[config.mk]
export PLATFORM = sky130hd
export DESIGN_NAME = i2c_command_decoder
export DESIGN_NICKNAME = d
export VERILOG_FILES = /design/src/common/cmd_decoder_pkg.sv /design/src/i2c_command_decoder.sv
export SDC_FILE = /design/constraint.sdc
export NUM_CORES = 1
export LEC_CHECK = 0
export BUFFER_PORTS_ARGS = -buffer_cell sky130_fd_sc_hd__buf_2
export CORE_UTILIZATION = 30
export CTS_BUF_LIST = sky130_fd_sc_hd__clkbuf_16
export DETAILED_ROUTE_END_ITERATION = 6
export GPL_ROUTABILITY_DRIVEN = 0
export HOLD_SLACK_MARGIN = 0.12
export PLACE_DENSITY = 0.5
export RECOVER_POWER = 100
export SKIP_CTS_REPAIR_TIMING = 1
export SYNTH_ARGS = -nofsm -noshare
export SYNTH_HDL_FRONTEND = slang
export SYNTH_SLANG_ARGS = --single-unit
[constraint.sdc]
create_clock -name sys_clk -period 3.3 [get_ports sys_clk]
set_clock_uncertainty 0.15 [all_clocks]
set_input_delay 0.495 -clock sys_clk [delete_from_list [all_inputs] [get_ports sys_clk]]
set_output_delay 0.495 -clock sys_clk [all_outputs]
set_load 0.005 [all_outputs]
[src/common/cmd_decoder_pkg.sv]
`default_nettype none

package cmd_decoder_pkg;

    // register offsets on the serial register map
    localparam logic [7:0] STATUS_OFFSET       = 8'h00;
    localparam logic [7:0] DEVICE_SETUP_OFFSET = 8'h16;
    localparam logic [7:0] TEST_REG_A_OFFSET   = 8'h30;
    localparam logic [7:0] TEST_REG_B_OFFSET   = 8'h31;

    // command codes, each also a register offset
    localparam logic [7:0] CMD_SINGLE_ACQUIRE         = 8'hf0;
    localparam logic [7:0] CMD_NVM_ACCESS_ENTER       = 8'hf1;
    localparam logic [7:0] CMD_PROGRAM_USER_PAGE      = 8'hf2;
    localparam logic [7:0] CMD_PROGRAM_FACTORY_PAGE   = 8'hf3;
    localparam logic [7:0] CMD_NVM_READBACK           = 8'hf4;
    localparam logic [7:0] CMD_RETURN_NORMAL          = 8'hf5;

    // field positions
    localparam int STATUS_BUSY_BIT = 0;
    localparam int STATUS_NVM_BIT  = 1;
    localparam int SETUP_ROUTE_BIT = 2;

    // values after reset
    localparam logic [7:0] TEST_REG_RESET     = 8'h00;
    localparam logic [7:0] DEVICE_SETUP_RESET = 8'h00;

    // default bus address of this slave
    localparam logic [6:0] DEV_ADDR_DEFAULT = 7'h30;

    // timing
    localparam int CLK_PERIOD_NS = 10;
    localparam int INT_PULSE_NS  = 1000;
    localparam int INT_PULSE_CYC =
        (INT_PULSE_NS + CLK_PERIOD_NS - 1) / CLK_PERIOD_NS;
    localparam int INT_CNT_W = 8;

endpackage

`default_nettype wire

[src/i2c_command_decoder.sv]
`default_nettype none

module i2c_command_decoder #(
    parameter logic [6:0] DEV_ADDR = cmd_decoder_pkg::DEV_ADDR_DEFAULT
) (
    input  wire logic sys_clk,
    input  wire logic rst_n,
    input  wire logic scl_i,
    output var  logic scl_o,
    output var  logic scl_oe,
    input  wire logic sda_i,
    output var  logic sda_o,
    output var  logic sda_oe,
    output var  logic int_pin,
    input  wire logic irq_event,
    input  wire logic user_lock,
    input  wire logic factory_lock,
    input  wire logic exec_done,
    output var  logic busy,
    output var  logic nvm_mode,
    output var  logic acquire_start,
    output var  logic prog_user_start,
    output var  logic prog_factory_start,
    output var  logic readback_start
);
    import cmd_decoder_pkg::*;

    typedef enum logic [2:0] {
        ST_IDLE, ST_RX, ST_ACK, ST_TX, ST_TXACK
    } bus_state_t;

    typedef struct packed {
        logic [2:0]           scl_sync;
        logic [2:0]           sda_sync;
        bus_state_t           st;
        logic [3:0]           bitcnt;
        logic [7:0]           shift;
        logic [1:0]           byte_idx;
        logic                 rd;
        logic                 ack_ok;
        logic [7:0]           ptr;
        logic                 busy;
        logic                 self_done;
        logic                 nvm_mode;
        logic                 acq;
        logic                 prog_user;
        logic                 prog_fact;
        logic                 readback;
        logic [7:0]           test_a;
        logic [7:0]           test_b;
        logic [7:0]           setup;
        logic [INT_CNT_W-1:0] int_cnt;
        logic                 int_route;
        logic                 scl_oe;
        logic                 sda_oe;
        logic                 int_pin;
    } state_t;

    state_t state_reg;
    state_t state_next;

    logic scl_rise;
    logic scl_fall;
    logic start_cond;
    logic stop_cond;
    logic cmd_addr;
    logic cmd_first;
    logic cmd_valid;
    logic cmd_hit;

    function automatic logic [7:0] read_byte(input state_t s,
                                             input logic [7:0] a);
        logic [7:0] r;
        r = 8'h00;
        case (a)
            STATUS_OFFSET: begin
                r[STATUS_BUSY_BIT] = s.busy;
                r[STATUS_NVM_BIT]  = s.nvm_mode;
            end
            DEVICE_SETUP_OFFSET: r = s.setup;
            TEST_REG_A_OFFSET:   r = s.test_a;
            TEST_REG_B_OFFSET:   r = s.test_b;
            default:             r = 8'h00;
        endcase
        return r;
    endfunction

    // only stage 1 and 2 feed logic; stage 0 is the metastable catcher
    assign scl_rise   = state_reg.scl_sync[1] & ~state_reg.scl_sync[2];
    assign scl_fall   = ~state_reg.scl_sync[1] & state_reg.scl_sync[2];
    assign start_cond = state_reg.scl_sync[1] & state_reg.scl_sync[2] &
                        ~state_reg.sda_sync[1] & state_reg.sda_sync[2];
    assign stop_cond  = state_reg.scl_sync[1] & state_reg.scl_sync[2] &
                        state_reg.sda_sync[1] & ~state_reg.sda_sync[2];
    assign cmd_addr   = (state_reg.ptr >= CMD_SINGLE_ACQUIRE) &&
                        (state_reg.ptr <= CMD_RETURN_NORMAL);
    assign cmd_first  = state_reg.st == ST_RX && scl_fall &&
                        state_reg.bitcnt == 4'h8 &&
                        state_reg.byte_idx == 2'h2 && cmd_addr;
    assign cmd_valid  = cmd_first && state_reg.shift == ~state_reg.ptr;
    // access-mode commands are dropped outside access mode
    assign cmd_hit    = cmd_valid &&
                        (state_reg.ptr == CMD_SINGLE_ACQUIRE ||
                         state_reg.ptr == CMD_NVM_ACCESS_ENTER ||
                         state_reg.ptr == CMD_RETURN_NORMAL ||
                         state_reg.nvm_mode);

    always_comb begin
        state_next           = state_reg;
        state_next.scl_sync  = {state_reg.scl_sync[1:0], scl_i};
        state_next.sda_sync  = {state_reg.sda_sync[1:0], sda_i};
        state_next.acq       = 1'b0;
        state_next.prog_user = 1'b0;
        state_next.prog_fact = 1'b0;
        state_next.readback  = 1'b0;
        state_next.self_done = 1'b0;

        case (state_reg.st)
            ST_RX: begin
                if (scl_rise) begin
                    state_next.shift  = {state_reg.shift[6:0],
                                         state_reg.sda_sync[1]};
                    state_next.bitcnt = state_reg.bitcnt + 4'h1;
                end else if (scl_fall && state_reg.bitcnt == 4'h8) begin
                    state_next.st     = ST_ACK;
                    state_next.sda_oe = 1'b1;
                    if (state_reg.byte_idx != 2'h3) begin
                        state_next.byte_idx = state_reg.byte_idx + 2'h1;
                    end
                    case (state_reg.byte_idx)
                        2'h0: begin
                            state_next.rd = state_reg.shift[0];
                            if (state_reg.shift[7:1] != DEV_ADDR) begin
                                state_next.st     = ST_IDLE;
                                state_next.sda_oe = 1'b0;
                            end
                        end
                        2'h1: state_next.ptr = state_reg.shift;
                        default: begin
                            // extra bytes at a command address fall here
                            if (!cmd_addr) begin
                                state_next.ptr = state_reg.ptr + 8'h01;
                                case (state_reg.ptr)
                                    DEVICE_SETUP_OFFSET:
                                        state_next.setup = state_reg.shift;
                                    TEST_REG_A_OFFSET:
                                        state_next.test_a = state_reg.shift;
                                    TEST_REG_B_OFFSET:
                                        state_next.test_b = state_reg.shift;
                                    default: ;
                                endcase
                            end
                        end
                    endcase
                end
            end
            ST_ACK: begin
                if (scl_fall) begin
                    state_next.bitcnt = 4'h0;
                    if (state_reg.rd) begin
                        state_next.st    = ST_TX;
                        state_next.shift = read_byte(state_reg,
                                                     state_reg.ptr);
                        state_next.sda_oe = ~state_next.shift[7];
                    end else begin
                        state_next.st     = ST_RX;
                        state_next.sda_oe = 1'b0;
                    end
                end
            end
            ST_TX: begin
                if (scl_rise) begin
                    state_next.bitcnt = state_reg.bitcnt + 4'h1;
                end else if (scl_fall) begin
                    if (state_reg.bitcnt == 4'h8) begin
                        state_next.st     = ST_TXACK;
                        state_next.sda_oe = 1'b0;
                    end else begin
                        state_next.shift  = {state_reg.shift[6:0], 1'b0};
                        state_next.sda_oe = ~state_reg.shift[6];
                    end
                end
            end
            ST_TXACK: begin
                if (scl_rise) begin
                    state_next.ack_ok = ~state_reg.sda_sync[1];
                end else if (scl_fall) begin
                    state_next.bitcnt = 4'h0;
                    if (state_reg.ack_ok) begin
                        state_next.st     = ST_TX;
                        state_next.ptr    = state_reg.ptr + 8'h01;
                        state_next.shift  = read_byte(state_reg,
                                                 state_next.ptr);
                        state_next.sda_oe = ~state_next.shift[7];
                    end else begin
                        state_next.st = ST_IDLE;
                    end
                end
            end
            ST_IDLE: ;
            default: state_next.st = ST_IDLE;
        endcase

        if (start_cond) begin
            state_next.st       = ST_RX;
            state_next.bitcnt   = 4'h0;
            state_next.byte_idx = 2'h0;
            state_next.sda_oe   = 1'b0;
        end else if (stop_cond) begin
            state_next.st     = ST_IDLE;
            state_next.sda_oe = 1'b0;
        end

        // a new command wins over the completion of the previous one
        state_next.busy = state_reg.busy &
                          ~(exec_done | state_reg.self_done);
        if (cmd_hit) begin
            state_next.busy = 1'b1;
            case (state_reg.ptr)
                CMD_SINGLE_ACQUIRE: state_next.acq = 1'b1;
                CMD_NVM_ACCESS_ENTER: begin
                    state_next.nvm_mode  = 1'b1;
                    state_next.self_done = 1'b1;
                end
                CMD_PROGRAM_USER_PAGE: begin
                    state_next.prog_user = ~user_lock;
                    state_next.self_done = user_lock;
                end
                CMD_PROGRAM_FACTORY_PAGE: begin
                    state_next.prog_fact = ~factory_lock;
                    state_next.self_done = factory_lock;
                end
                CMD_NVM_READBACK: state_next.readback = 1'b1;
                CMD_RETURN_NORMAL: begin
                    state_next.nvm_mode = 1'b0;
                    state_next.readback = 1'b1;
                end
                default: state_next.busy = state_reg.busy;
            endcase
        end

        // the pulse is not held off during a frame; route it to the
        // dedicated pin if the bus may be busy when events occur
        if (state_reg.int_cnt != '0) begin
            state_next.int_cnt = state_reg.int_cnt - 1'b1;
        end else if (irq_event) begin
            state_next.int_cnt   = INT_CNT_W'(INT_PULSE_CYC);
            state_next.int_route = state_reg.setup[SETUP_ROUTE_BIT];
        end
        state_next.scl_oe  = (state_next.int_cnt != '0) &
                             state_next.int_route;
        state_next.int_pin = (state_next.int_cnt != '0) &
                             ~state_next.int_route;
    end

    always_ff @(posedge sys_clk) begin
        if (!rst_n) begin
            state_reg          <= '0;
            state_reg.scl_sync <= 3'h7;
            state_reg.sda_sync <= 3'h7;
            state_reg.st       <= ST_IDLE;
            state_reg.test_a   <= TEST_REG_RESET;
            state_reg.test_b   <= TEST_REG_RESET;
            state_reg.setup    <= DEVICE_SETUP_RESET;
        end else begin
            state_reg <= state_next;
        end
    end

    assign scl_o              = 1'b0;
    assign sda_o              = 1'b0;
    assign scl_oe             = state_reg.scl_oe;
    assign sda_oe             = state_reg.sda_oe;
    assign int_pin            = state_reg.int_pin;
    assign busy               = state_reg.busy;
    assign nvm_mode           = state_reg.nvm_mode;
    assign acquire_start      = state_reg.acq;
    assign prog_user_start    = state_reg.prog_user;
    assign prog_factory_start = state_reg.prog_fact;
    assign readback_start     = state_reg.readback;
endmodule

`default_nettype wire

### Word-level counts from Yosys, hierarchy flattened

Index checks and enable logic that the tools add are counted.

| storage, ports and cells | value |
|---|---|
| flip-flop bits (word level) | 76 |
| bits of input ports | 8 |
| output and inout bits | 11 |
| logic and storage cells | 213 |

| operators by class | value |
|---|---|
| add/subtract/negate cells | 4 |
| $lt $le $gt $ge | 2 |
| eq/ne operators | 47 |
| multiplexer cells | 66 |
| bitwise operators | 28 |
| reductions and logical operators | 41 |

Operators by type and width:

| operator | number |
|---|---|
| $mux W8 | 12 |
| $eq A8 B8 Y1 const B | 6 |
| $pmux W12 S4 | 1 |
| $mux W15 | 3 |
| $mux W6 | 7 |
| $pmux W6 S3 | 2 |
| $eq A8 B6 Y1 const B | 4 |
| $pmux W8 S2 | 2 |
| $ne A2 B2 Y1 const B | 15 |
| $ne A4 B4 Y1 const B | 7 |
| $reduce_and A9 Y1 | 3 |
| $reduce_and A6 Y1 | 4 |
| $mux W1 | 20 |
| $eq A8 B5 Y1 const B | 2 |
| $logic_not A8 Y1 | 2 |
| $not A1 Y1 | 16 |
| $pmux W2 S4 | 2 |
| $reduce_bool A8 Y1 | 2 |
| $mux W3 | 5 |
| $pmux W3 S5 | 1 |
| $mux W12 | 1 |
| $and A1 B1 Y1 | 10 |
| $reduce_and A10 Y1 | 1 |
| $mux W9 | 1 |
| 39 further kinds | 59 |

### Logic depth before layout (Yosys ltp)

| logic depth | value |
|---|---|
| word-level depth | 13 |
| mapped depth | 10 |
| depth with buffers taken out | 8 |

### Worst setup path before layout

Ideal clock, no wire load.

| timing | value |
|---|---|
| kind | reg2reg |
| start | register state_reg[44] (netlist bit) |
| end | register state_reg[26] (netlist bit) |
| setup time | 0.070 ns |
| arrival time | 2.281 ns |
| path slack | 0.798 ns |
| stages on the path, launching flop included | 10 |
| buffers on the path | 2 |
| period minus slack after synthesis | 2.502 ns |
| cell sequence | dfxtp_1 -> clkbuf_1 -> inv_1 -> ha_1 -> o311ai_0 -> nor4b_4 -> and3_1 -> buf_2 -> nand2_1 -> a21oi_1 |

| on the way | value |
|---|---|
| longest elaborated chain between the ends | 4 |
| elaborated cells on any way between the ends | 6 |

RTL lines:

| element | RTL line | text |
|---|---|---|
| start, declared | i2c_command_decoder.sv:59 | `state_t state_reg;` |
| start signal, assigned | i2c_command_decoder.sv:266 | `state_reg <= state_next;` |
| $ge A8 B8 Y1 or $le A8 B8 Y1 (tied branches) | i2c_command_decoder.sv:95, i2c_command_decoder.sv:96 |  |
| $logic_and A1 B1 Y1 | i2c_command_decoder.sv:95 | `assign cmd_addr = (state_reg.ptr >= CMD_SINGLE_ACQUIRE) &&` |
| $not A1 Y1 (no source line) | n/a |  |
| $reduce_and A6 Y1 (no source line) (*) | n/a |  |

Every way passes the cells marked *; elsewhere a longest branch is shown, timed or not.
A chain may end at the register's enable or synchronous reset.

### Final worst setup path

| timing | value |
|---|---|
| start | register state_reg[44] (netlist bit) |
| end | register state_reg[12] (netlist bit) |

The elaborated chain is that of the path after synthesis.

==> metrics <==
status finished with violations; failing checks design-rule violations; Skew-Pair Late Insertion Delay ~0.35 ns; chip height between 100 and 150 um; cell type of the slowest stage on the worst timing path nor4b_2; clock share of power between 40% and 50%; most frequent cell after synthesis nand2_1; Hold Crit Class input port to flop; Initial DRT Pass Iterations 7; number of buffers created by CTS 9; Sum Neg Setup Slack 0 ns; dpl cell area 4850 sq um; Synthesis Warnings 0; max reg flops 63; clk buf depth 2; WHS roughly 0.18 ns; CTS sink cnt 76; FP Rows 44; cell chain of the critical path inv_1 > ha_1 > o311ai_0 > nor4b_2 > and2_0 > nand2_1 > a21oi_1; Final setup viols 0; area of the die about 16000 sq um; average size of a mapped cell 7.55 sq um; top cell type's share of synthesized area around a third; Clock transition at path regs 0.07 ns; Critical Path Sink Type flop; Worst Max-Slew Pin Slew 1.39 ns; WP data arrival just over 3 ns; sequential share of the synthesized area 33.2%; Synth Flop Type dfxtp_1; worst endpoint required time 3.43 ns; starting DRC count in detailed routing between 300 and 400; CTS Root Cell clkbuf_16; number of synthesized register bits 76; post-route ant nets 0; total wire length around 13000 um; die width 126 um; Vias/cell 5.50; fin nets 630; Peak VDD IR around 0.00022 V; Total GRT Usage 17.3%; Worst Path Buf+Inv 1; grt total ovfl 0; Reg power frac between 30% and 40%; asr flop ratio synth 0%; family with the most delay on the worst path simple AND/OR/NAND/NOR gates; Synth area leader dfxtp_1; vias in the first global route around 4000; Max stage delay on crit path around 0.56 ns; Synth Instances between 600 and 700; drt wl/cell 16.8 um; Antenna diodes 0; NetSw a little under 800 uW; CTS tree done; CP Class flop to flop; first-pass GRT wire length 21500 um; sw frac about 28%; Int Power just over 2000 uW; IO Count 19; Critical Path Fanout Max 11; IO buf count 16; Worst slew margin under 10%; Max-Cap Viols 0; startpoint types flop; logic gate share of total power between 10% and 20%; layout cell share with drive strength beyond 1 about a tenth; vias 4383; final slew viol count 0; Power, Total about 2800 uW; final routed DRC violation total 4; Starting Density a little under a third; pin count of the biggest net entering global routing 32; Tmin final ~2.9 ns; unrepaired setup endpoints after global routing no; core area approximately 15000 sq um; Area growth syn-to-layout 13.3%; initial antenna violation count 0; DPL Wire Length between 9000 and 10000 um; synthesized area approximately 4600 sq um; top cells by area in the synthesized netlist dfxtp_1 33%, nand2_1 8.4%, a21oi_1 6.6%; H-Tree Depth 3; Fmax 0.343 GHz; number of synthesized flops with an enable pin 0; Lkg Pwr 0.00187 uW; endpoints failing hold 0; Final Cycle Share about nine tenths; Power Density between 500 and 600 nW/um^2; Yosys cell types between 60 and 70; design area 5180 sq um; most frequent cells after synthesis 102 x nand2_1, 76 x dfxtp_1, 60 x a21oi_1
## power by group through the flow
stage | Clock, uW | Sequential, uW | Combinational, uW
3_5_place_dp | 0 | 1050 | 554
6_report | 1240 | 1030 | 534
5_1_grt | 1310 | 1040 | 599
2_1_floorplan | 0 | 1030 | 497
3_3_place_gp | 0 | 1050 | 542
4_1_cts | 1270 | 1030 | 557
## layout make-up
| cell class | instances | area, sq um |
|---|---|---|
| Fill cell | 1538 | 9510 |
| Multi-Input combinational cell | 467 | 2760 |
| Sequential cell | 76 | 1520 |
| Timing Repair Buffer | 41 | 253 |
| Tap cell | 184 | 230 |
| Clock buffer | 9 | 225 |
| Clock inverter | 7 | 146 |
| Inverter | 13 | 48.8 |
## through the flow
step           cells  utilization, %  setup slack, ns
3_5_place_dp     781            33.0            0.576
5_1_grt          797            35.3            0.223
2_1_floorplan    607               -            0.798
6_report         797            35.3            0.388
3_3_place_gp     781            33.0            0.674
4_1_cts          797            35.5            0.550
## path summary, 6_finish.rpt
| path | startpoint | end | slack, ns | depth (start not counted) |
|---|---|---|---|---|
| worst max-delay path | state_reg[44]$_SDFFE_PN0P_ | state_reg[12]$_SDFFE_PN0P_ | 0.39 | 7 |
| worst min-delay path | factory_lock | prog_factory_start$_SDFF_PN0_ | 0.18 | 2 |
| worst max register to register | state_reg[44]$_SDFFE_PN0P_ | state_reg[12]$_SDFFE_PN0P_ | 0.39 | 7 |
| worst min register to register | state_next[74]$_SDFF_PN1_ | state_next[75]$_SDFF_PN1_ | 0.26 | 1 |
## cells by family (layout without fill, tap and decap cells)
| logic type | count (synthesis) | in the layout | share of synthesized area (%) |
|---|---|---|---|
| adders and majority gates | 14 | 14 | 3.83 |
| DFF | 76 | 76 | 33.2 |
| muxes | 9 | 9 | 2.08 |
| xor gates and xnor gates | 14 | 14 | 2.68 |
| buffers and inverters | 64 | 70 | 6.15 |
| other | 1 | 2 | 0.0819 |
| and+or+nand+nor | 260 | 260 | 28.1 |
| AOI/OAI and AO/OA | 168 | 168 | 23.9 |
## placed cells by master, fill, tap and decap left out, types with 5 or more instances in the layout
cell       count
buf_2         12
nor2_1        51
dfxtp_1       76
a21oi_1       60
xor2_1        11
nand2_1      102
o31ai_1        5
nand4_1       10
a22o_1        14
nor3_1        11
nand2b_1      12
and3_1         9
o21ai_0       27
a41oi_1        5
clkbuf_1       6
a22oi_1       11
nand3_1       21
mux2i_1        5
a311oi_1       5
nor3b_1        5
inv_1         13
clkbuf_16      9
a31oi_1        6
ha_1          14
nor2b_1        9
buf_4         22
## metal layers
layer | track usage [%] | up-vias | wire (um) | share of wire [%]
met5 | 0 | - | 0 | 0
met4 | 4.52 | 0 | 172 | 1.3
met3 | 3.77 | 16 | 823 | 6.2
met2 | 28.3 | 140 | 6210 | 46
met1 | 23.0 | 2074 | 6160 | 46
li1 | - | 2153 | - | -
(Power assumes the default switching activity.)
